<file path="src/verilog/wait_pkg.sv">
// Constants and types shared by the monitored wait sequencer
package wait_pkg;
  // Register byte offsets
  localparam logic [7:0] CTRL_OFS     = 8'h00;
  localparam logic [7:0] STATUS_OFS   = 8'h04;
  localparam logic [7:0] FEATURE_OFS  = 8'h08;
  localparam logic [7:0] INT_STAT_OFS = 8'h0C;
  localparam logic [7:0] INT_MASK_OFS = 8'h10;
  localparam logic [7:0] LEAF5_OFS    = 8'h14;
  // Control fields
  localparam int CTRL_EN_BIT  = 0;
  localparam int CTRL_EXT_BIT = 1;
  localparam int CTRL_OVR_BIT = 2;
  localparam int CTRL_OVR_LSB = 4;
  localparam logic [31:0] CTRL_RST = 32'h0000_0003;
  // Status fields
  localparam int STAT_ARMED_BIT = 0;
  localparam int STAT_WAIT_BIT  = 1;
  localparam int STAT_TGT_LSB   = 8;
  localparam int STAT_SUB_LSB   = 12;
  // Feature query bits
  localparam int LEAF1_MON_BIT = 3;
  localparam int LEAF5_EXT_BIT = 0;
  // Operand fields
  localparam int EXT_WAKE_BIT   = 0;
  localparam int HINT_SUB_LSB   = 0;
  localparam int HINT_STATE_LSB = 4;
  localparam int STATE_W        = 4;
  localparam logic [3:0] STATE_FIRST   = 4'h0;
  localparam logic [3:0] STATE_RUNNING = 4'hF;
  // Interrupt event bits
  localparam int EV_PROT  = 0;
  localparam int EV_INVOP = 1;
  localparam int EV_WAKE = 2;
  localparam int EV_SKIP = 3;
  localparam int EV_W    = 4;
  localparam logic [EV_W-1:0] EV_RST = 4'h0;
  // Sequencer states
  typedef enum logic [1:0] {
    ST_IDLE = 2'b01,
    ST_WAIT = 2'b10
  } seq_state_e;
endpackage

</file>
<file path="src/verilog/monitored_wait_ctrl.sv">
// Armed-wait instruction sequencer with APB control and status
`timescale 1ns/1ps
module monitored_wait_ctrl
  import wait_pkg::*;
(
  // Clock and reset
  input  wire logic        clock_in,
  input  wire logic        nrst_in,
  // APB slave
  input  wire logic        psel_in,
  input  wire logic        penable_in,
  input  wire logic        pwrite_in,
  input  wire logic [7:0]  paddr_in,
  input  wire logic [31:0] pwdata_in,
  output logic [31:0]      prdata_out,
  output logic             pready_out,
  output logic             pslverr_out,
  // Instruction issue
  input  wire logic        exec_in,
  input  wire logic [31:0] hint_operand_in,
  input  wire logic [63:0] extension_operand_wide_in,
  input  wire logic [1:0]  cpl_in,
  input  wire logic        v86_in,
  input  wire logic        mode64_in,
  input  wire logic        interrupt_enable_flag_in,
  // Monitor hardware
  input  wire logic        arm_in,
  input  wire logic        store_hit_in,
  input  wire logic        store_proc_in,
  // Wake events
  input  wire logic        ext_intr_in,
  input  wire logic        nmi_in,
  input  wire logic        system_mgmt_interrupt_in,
  input  wire logic        debug_exc_in,
  input  wire logic        mcheck_in,
  input  wire logic        bus_init_pin_in,
  input  wire logic        init_in,
  input  wire logic        reset_req_in,
  // Results
  output logic             retire_out,
  output logic             invalid_opcode_fault_out,
  output logic             general_protection_fault_out,
  output logic             wait_active_out,
  output logic [3:0]       wait_state_out,
  output logic [3:0]       sub_state_out,
  output logic             monitor_armed_out,
  // Feature query words
  output logic [31:0]      leaf1_ext_out,
  output logic [31:0]      leaf5_ext_out,
  // Interrupt
  output logic             irq_out
);
  // Reset release synchroniser
  // Asserts at once, releases on an edge so no flop sees a runt release
  logic rst_s1_r;
  logic rst_n;
  always_ff @(posedge clock_in or negedge nrst_in)
  begin
    if (!nrst_in)
    begin
      rst_s1_r <= 1'b0;
      rst_n    <= 1'b0;
    end
    else
    begin
      rst_s1_r <= 1'b1;
      rst_n    <= rst_s1_r;
    end
  end

  // State
  seq_state_e      state_r;
  seq_state_e      state_nxt;
  logic [31:0]     ctrl_r;
  logic [EV_W-1:0] stat_r;
  logic [EV_W-1:0] mask_r;
  logic            armed_r;
  logic            intr_wake_r;
  logic [3:0]      tgt_r;
  logic [3:0]      sub_r;
  logic            retire_r;
  logic            invop_r;
  logic            prot_r;
  logic [31:0]     prdata_r;

  // Feature flags follow the enable register
  wire mon_en_w  = ctrl_r[CTRL_EN_BIT];
  wire ext_en_w  = ctrl_r[CTRL_EXT_BIT];
  wire is_idle_w = (state_r == ST_IDLE);
  wire is_wait_w = (state_r == ST_WAIT);
  assign leaf1_ext_out = {28'h0, mon_en_w, 3'h0};
  assign leaf5_ext_out = {31'h0, ext_en_w};

  // Fault decode
  logic invop_w;
  logic prot_w;
  wait_fault_check u_fault (
    .mon_flag_in (mon_en_w),
    .ext_flag_in (ext_en_w),
    .cpl_in      (cpl_in),
    .v86_in      (v86_in),
    .mode64_in   (mode64_in),
    .ext_op_in   (extension_operand_wide_in),
    .invop_out   (invop_w),
    .prot_out    (prot_w)
  );

  // Instruction acceptance
  wire take_w  = exec_in & is_idle_w;
  wire clean_w = take_w & ~invop_w & ~prot_w;
  wire skip_w  = clean_w & ~armed_r;
  wire enter_w = clean_w & armed_r;

  // hint decode, optional override of the hint
  wire [3:0] hint_tgt_w = hint_operand_in[HINT_STATE_LSB +: STATE_W];
  wire [3:0] hint_sub_w = hint_operand_in[HINT_SUB_LSB +: STATE_W];
  wire [3:0] pick_tgt_w = ctrl_r[CTRL_OVR_BIT] ? ctrl_r[CTRL_OVR_LSB +: STATE_W] : hint_tgt_w;

  // Events that wake whatever the state
  // hard wake events; management interrupt ends wait, never restarts it
  wire hard_w = nmi_in | system_mgmt_interrupt_in | debug_exc_in | mcheck_in
              | bus_init_pin_in | init_in | reset_req_in;
  logic wake_w;
  wait_wake_detect u_wake (
    .store_hit_in  (store_hit_in),
    .store_proc_in (store_proc_in),
    .target_in     (tgt_r),
    .ext_intr_in   (ext_intr_in),
    .if_flag_in    (interrupt_enable_flag_in),
    .intr_wake_in  (intr_wake_r),
    .hard_event_in (hard_w),
    .wake_out      (wake_w)
  );
  wire leave_w = is_wait_w & wake_w;

  // Next state
  always_comb
  begin
    state_nxt = state_r;
    unique case (state_r)
      ST_IDLE: if (enter_w) state_nxt = ST_WAIT;
      ST_WAIT: if (wake_w) state_nxt = ST_IDLE;
    endcase
  end

  // Sequencer registers
  always_ff @(posedge clock_in or negedge rst_n)
  begin
    if (!rst_n)
    begin
      state_r  <= ST_IDLE;
      retire_r <= 1'b0;
      invop_r  <= 1'b0;
      prot_r   <= 1'b0;
    end
    else
    begin
      state_r  <= state_nxt;
      // resume at next instruction; skip retires at once
      retire_r <= skip_w | leave_w;
      invop_r  <= take_w & invop_w;
      prot_r   <= take_w & prot_w;
    end
  end

  // Operands latched on entry; same path in every mode
  // extension bit 0 kept for the wake filter
  always_ff @(posedge clock_in or negedge rst_n)
  begin
    if (!rst_n)
    begin
      tgt_r       <= STATE_FIRST;
      sub_r       <= 4'h0;
      intr_wake_r <= 1'b0;
    end
    else if (enter_w)
    begin
      tgt_r       <= pick_tgt_w;
      sub_r       <= hint_sub_w;
      intr_wake_r <= extension_operand_wide_in[EXT_WAKE_BIT];
    end
  end

  // Monitor armed flag; arming beats consumption in the same cycle
  // wait consumes the arming; a monitored store also triggers it
  always_ff @(posedge clock_in or negedge rst_n)
  begin
    if (!rst_n)
      armed_r <= 1'b0;
    else if (arm_in)
      armed_r <= 1'b1;
    else if (enter_w | store_hit_in)
      armed_r <= 1'b0;
  end

  // APB decode; zero wait states
  // Reads have no side effects, so a repeated read is harmless
  wire acc_w     = psel_in & penable_in;
  wire setup_w   = psel_in & ~penable_in;
  wire hit_ctrl  = (paddr_in == CTRL_OFS);
  wire hit_stat  = (paddr_in == STATUS_OFS);
  wire hit_feat  = (paddr_in == FEATURE_OFS);
  wire hit_ist   = (paddr_in == INT_STAT_OFS);
  wire hit_imsk  = (paddr_in == INT_MASK_OFS);
  wire hit_l5    = (paddr_in == LEAF5_OFS);
  wire mapped_w  = hit_ctrl | hit_stat | hit_feat | hit_ist | hit_imsk | hit_l5;
  wire wr_w      = acc_w & pwrite_in;
  wire [31:0] status_w = {16'h0, sub_r, tgt_r, 6'h0, is_wait_w, armed_r};
  wire [31:0] rd_w = hit_ctrl ? ctrl_r
                   : hit_stat ? status_w
                   : hit_feat ? leaf1_ext_out
                   : hit_ist  ? {28'h0, stat_r}
                   : hit_imsk ? {28'h0, mask_r}
                   : hit_l5   ? leaf5_ext_out
                   : 32'h0;
  assign pready_out  = 1'b1;
  assign pslverr_out = acc_w & ~mapped_w;

  // Read data captured in the setup cycle so it comes from a flop
  always_ff @(posedge clock_in or negedge rst_n)
  begin
    if (!rst_n)
      prdata_r <= 32'h0;
    else if (setup_w & ~pwrite_in)
      prdata_r <= rd_w;
  end

  // Control and mask writes
  always_ff @(posedge clock_in or negedge rst_n)
  begin
    if (!rst_n)
    begin
      ctrl_r <= CTRL_RST;
      mask_r <= EV_RST;
    end
    else
    begin
      if (wr_w & hit_ctrl)
        ctrl_r <= {24'h0, pwdata_in[7:4], 1'b0, pwdata_in[2:0]};
      if (wr_w & hit_imsk)
        mask_r <= pwdata_in[EV_W-1:0];
    end
  end

  // Sticky events, write one to clear; a new event beats the clear
  wire [EV_W-1:0] ev_w;
  assign ev_w[EV_PROT]  = take_w & prot_w;
  assign ev_w[EV_INVOP] = take_w & invop_w;
  assign ev_w[EV_WAKE] = leave_w;
  assign ev_w[EV_SKIP] = skip_w;
  wire [EV_W-1:0] clr_w = (wr_w & hit_ist) ? pwdata_in[EV_W-1:0] : EV_RST;
  always_ff @(posedge clock_in or negedge rst_n)
  begin
    if (!rst_n)
      stat_r <= EV_RST;
    else
      stat_r <= (stat_r & ~clr_w) | ev_w;
  end

  // Outputs
  assign prdata_out        = prdata_r;
  assign retire_out        = retire_r;
  assign invalid_opcode_fault_out     = invop_r;
  assign general_protection_fault_out = prot_r;
  assign wait_active_out   = is_wait_w;
  assign wait_state_out    = tgt_r;
  assign sub_state_out     = sub_r;
  assign monitor_armed_out = armed_r;
  assign irq_out           = |(stat_r & mask_r);
endmodule

</file>
<file path="src/verilog/wait_fault_check.sv">
// Fault decode for the armed-wait instruction
`timescale 1ns/1ps
module wait_fault_check
  import wait_pkg::*;
(
  // Feature state
  input  wire logic        mon_flag_in,
  input  wire logic        ext_flag_in,
  // Execution context
  input  wire logic [1:0]  cpl_in,
  input  wire logic        v86_in,
  input  wire logic        mode64_in,
  input  wire logic [63:0] ext_op_in,
  // Faults
  output logic             invop_out,
  output logic             prot_out
);
  wire upper_w = mode64_in & (|ext_op_in[63:32]);
  wire low_w   = |ext_op_in[31:1];
  // privilege check, disabled feature, v86 refusal
  assign invop_out = ~mon_flag_in | v86_in | (cpl_in != 2'h0);
  // reserved bits; upper half counts only in 64-bit mode
  assign prot_out = ~invop_out & (upper_w | low_w | (ext_op_in[EXT_WAKE_BIT] & ~ext_flag_in));
endmodule

</file>
<file path="src/verilog/wait_wake_detect.sv">
// Wake event decode for the optimized wait state
`timescale 1ns/1ps
module wait_wake_detect
  import wait_pkg::*;
(
  // Store snoop
  input  wire logic       store_hit_in,
  input  wire logic       store_proc_in,
  input  wire logic [3:0] target_in,
  // Interrupt side
  input  wire logic       ext_intr_in,
  input  wire logic       if_flag_in,
  input  wire logic       intr_wake_in,
  // Always-wake events
  input  wire logic       hard_event_in,
  output logic            wake_out
);
  // Deep states lose wakes from non-processor stores
  wire deep_w = (target_in != STATE_FIRST) & (target_in != STATE_RUNNING);
  wire store_w = store_hit_in & (store_proc_in | ~deep_w);
  wire intr_w = ext_intr_in & (if_flag_in | intr_wake_in);
  assign wake_out = store_w | intr_w | hard_event_in;
endmodule

</file>
<file path="config.mk">
export PLATFORM = sky130hd
export DESIGN_NAME = monitored_wait_ctrl
export DESIGN_NICKNAME = d
export VERILOG_FILES = /design/src/verilog/wait_pkg.sv /design/src/verilog/monitored_wait_ctrl.sv /design/src/verilog/wait_fault_check.sv /design/src/verilog/wait_wake_detect.sv
export SDC_FILE = /design/constraint.sdc
export NUM_CORES = 1
export LEC_CHECK = 0
export ABC_AREA = 0
export BUFFER_PORTS_ARGS = -buffer_cell sky130_fd_sc_hd__clkbuf_2
export CAP_MARGIN = 20
export CORE_AREA = 2 2 104 106
export DETAILED_ROUTE_END_ITERATION = 8
export DIE_AREA = 0 0 106 108
export HOLD_SLACK_MARGIN = 0.08
export SLEW_MARGIN = 20
export SYNTH_ARGS = -nofsm -noshare
export SYNTH_HDL_FRONTEND = slang
export SYNTH_SLANG_ARGS = --single-unit
</file>
<file path="constraint.sdc">
create_clock -name clock_in -period 3.2 [get_ports clock_in]
set_input_delay 0.48 -clock clock_in [delete_from_list [all_inputs] [get_ports clock_in]]
set_output_delay 0.48 -clock clock_in [all_outputs]
set_load 0.005 [all_outputs]
</file>
==> flow_summary_export.csv <==
group,metric,value,unit
run_status,outcome,"finished, final reports clean",
power_and_ir_drop,p_per_area,362,nW/µm²
sta,setup_viol,0,
worst_setup_path,crit_slowest_cell,"or4_4",
placed_design,hpwl,6490,µm
power_and_ir_drop,power.leakage,1.91,nW
placed_design,port_buffers,142,
sta,timing.setup.tns,0,ns
synthesis,async_flop_share,100,%
synthesis,synth_edf_count,0,
synthesis,ys.flop_type,"dfrtp_1",
sta,fin_crit_sh,70.4,%
final_layout,layout_common_cells,"142 x clkbuf_2, 80 x conb_1, 44 x dfrtp_1",
sta,worstMarginPinSlew,0.625,ns
power_and_ir_drop,ir_drop,0.186,mV
cts,cts.sink_count,48,
min_path,hp-class,"register to async pin",
floorplanning,initial_core_util,27.9,%
route,drt_first_pass_iters,4,
sta,fin_skew,0.00619,ns
synthesis,yosys_warnings,0,
worst_setup_path,cp_cell_sequence,"clkbuf_2 -> or4_4 -> nor4_2 -> nor3_1 -> clkbuf_2",
sta,period_needed,2.25,ns
cts,clockBufferDepth,2,
route,wirelength,7550,µm
synthesis,synth_area,2850,µm²
worst_setup_path,worst_ep_arrival_time,1.77,ns
cts,h-tree-depth,2,
route,wl_per_cell,13.7,µm
floorplanning,die_x,106,µm
floorplanning,io-pin-count,270,
synthesis,synth.avg_cell_area,10.5,µm²
route,ant_nets,0,
worst_setup_path,crit_buf_inv,2,
final_layout,final_common_cell,"clkbuf_2",
synthesis,ys_seq_area_share,42.2,%
cts,cts_buffers,5,
worst_setup_path,crit_top_cell,"clkbuf_2",
synthesis,ys_ff_latch,48,
flow_run,cap_violations,0,
cts,cts_root_buffer,"clkbuf_8",
final_layout,stdcell_count,552,
floorplanning,die_y,108,µm
sta,final_max_slew_viol_count,0,
sta,maxSlewHeadroom,58.3,%
global_route,overflow,0,
global_route,grt_pass1_wl,11500,µm
route,num_vias,2384,
final_layout,drive_gt1_share,44.7,%
global_route,grt_util_all_layers,13.1,%
worst_setup_path,crit_path_start_kind,"input pin",
route,route.detailed.drc,0,
synthesis,ys_types,41,
floorplanning,core,10200,µm²
cts,post_cts_buffers,0,
global_route,grt_pass1_vias,2268,
final_layout,fillers,1086,
worst_setup_path,crit_required,2.72,ns
placed_design,gp_congestion,0.803,
worst_setup_path,critPathMaxFanout,5,
route,vias_per_cell,4.32,
route,drtIter0Drc,48,
floorplanning,rows,37,
final_layout,post-route-util,34.4,%
worst_setup_path,crit_family,"simple AND/OR/NAND/NOR gates",
floorplanning,dieArea,11400,µm²
cts,clkTransAtPathRegs,0.08,ns
global_route,grt_antenna_before_repair,0,
cts,clk_latency,0.29,ns
synthesis,netlist_instances,272,
final_layout,final_nets,573,
sta,hold_violations,0,
global_route,grt_max_degree,47,
cts,cts_tree,"yes",
worst_setup_path,cp_slowest_stage_delay,0.58,ns
worst_setup_path,cp-end-kind,"output pin",
final_layout,area.growth.synth_to_final,23.2,%
final_layout,antenna_cells,0,
sta,rsz0062_at_grt,"no",
placed_design,place_inst,543,
sta,max_freq,444,MHz
worst_setup_path,critPathKind,"input pin to output pin",
registers in the layout, indices dropped and copies added, names as in the netlist:
register,flops
intr_wake_r,1
state_r,2
retire_out,1
mask_r,4
invalid_opcode_fault_out,1
prdata_out,16
rst_n,1
monitor_armed_out,1
wait_state_out,4
rst_s1_r,1
stat_r,4
sub_state_out,4
ctrl_r,7
general_protection_fault_out,1
report_power, final:
group | internal, mW | leakage (nW) | total, mW | switching, mW
Clock | 0.176 | 0.0445 | 0.376 | 0.200
Sequential | 0.644 | 0.630 | 0.672 | 0.0278
Combinational | 0.105 | 1.23 | 0.226 | 0.120
layer usage:
metal,up-vias,global-route usage (%),wire [µm]
met5,-,0,0
met4,0,3.48,88
met3,4,2.47,530
met2,135,24.6,4130
met1,1133,15.1,2800
li1,1112,-,-
path summary, 6_finish.rpt:
kind / end / slack (ns) / from / cells after the start
worst max-delay path: pslverr_out / 0.95 / paddr_in[7] / 5
worst min-delay path: general_protection_fault_out / 0.35 / rst_n / 0
worst max register to register: wait_state_out[0] / 1.20 / ctrl_r[0] / 6
worst min register to register: general_protection_fault_out / 0.35 / rst_n / 0
max in group asynchronous: prdata_out[9] / 2.43 / rst_n / 0
min in group clock_in: rst_n / 0.36 / rst_s1_r / 0
synthesized netlist by cell type, types with 2 or more instances:
| master | count | area share [%] |
|---|---|---|
| buf_4 | 81 | 21 |
| dfrtp_1 | 45 | 39 |
| mux2_2 | 25 | 9.9 |
| nor4_1 | 17 | 3.7 |
| a22o_1 | 13 | 4.0 |
| nand2_1 | 10 | 1.3 |
| o21ai_0 | 7 | 1.2 |
| inv_1 | 6 | 0.79 |
| nand3_1 | 6 | 1.1 |
| clkbuf_1 | 5 | 0.66 |
| nand4_1 | 5 | 1.1 |
| a21o_1 | 4 | 1.1 |
| and3_1 | 4 | 0.88 |
| nor2_1 | 4 | 0.53 |
| nor3_1 | 4 | 0.70 |
| a21oi_1 | 3 | 0.53 |
| a22oi_1 | 3 | 0.79 |
| dfstp_2 | 3 | 2.8 |
| a31oi_1 | 2 | 0.44 |
| and2_0 | 2 | 0.44 |
| conb_1 | 2 | 0.26 |
| nor2b_1 | 2 | 0.44 |
stage by stage:
step | setup slack, ns | area, µm² | total power [mW] | hold slack (ns)
final | 0.946 | 3520 | 1.27 | 0.355
after global routing | 0.804 | 3520 | 1.35 | 0.366
after CTS | 0.914 | 3510 | 1.31 | 0.369
after detailed placement | 0.778 | 3410 | 0.913 | 0.269
after global placement | 0.819 | 3410 | 0.908 | 0.266
after floorplan | 1.08 | 3150 | 0.848 | 0.184
final cells by class:
class	instances	area (µm²)	share of cell area [%]
Multi-Input combinational cell	210	1290	36.8
Sequential cell	48	1210	34.4
Timing Repair Buffer	144	728	20.7
Tap cell	136	170	4.84
Clock buffer	7	86.3	2.46
Inverter	6	22.5	0.641
Clock inverter	1	7.51	0.214
cells by family after synthesis:
logic type,count (synthesis),share of synthesized area (%)
buffers and inverters,92,22.8
and+or+nand+nor,62,13.6
DFF,48,42.2
AOI/OAI and AO/OA,43,11.3
muxes,25,9.86
other,2,0.263
repair_timing:
item                      CTS  global route
hold endpoints to repair    2             0
hold buffers                1             0
gates resized for setup     0             0
Note: power is estimated with default switching activity, not from simulation.
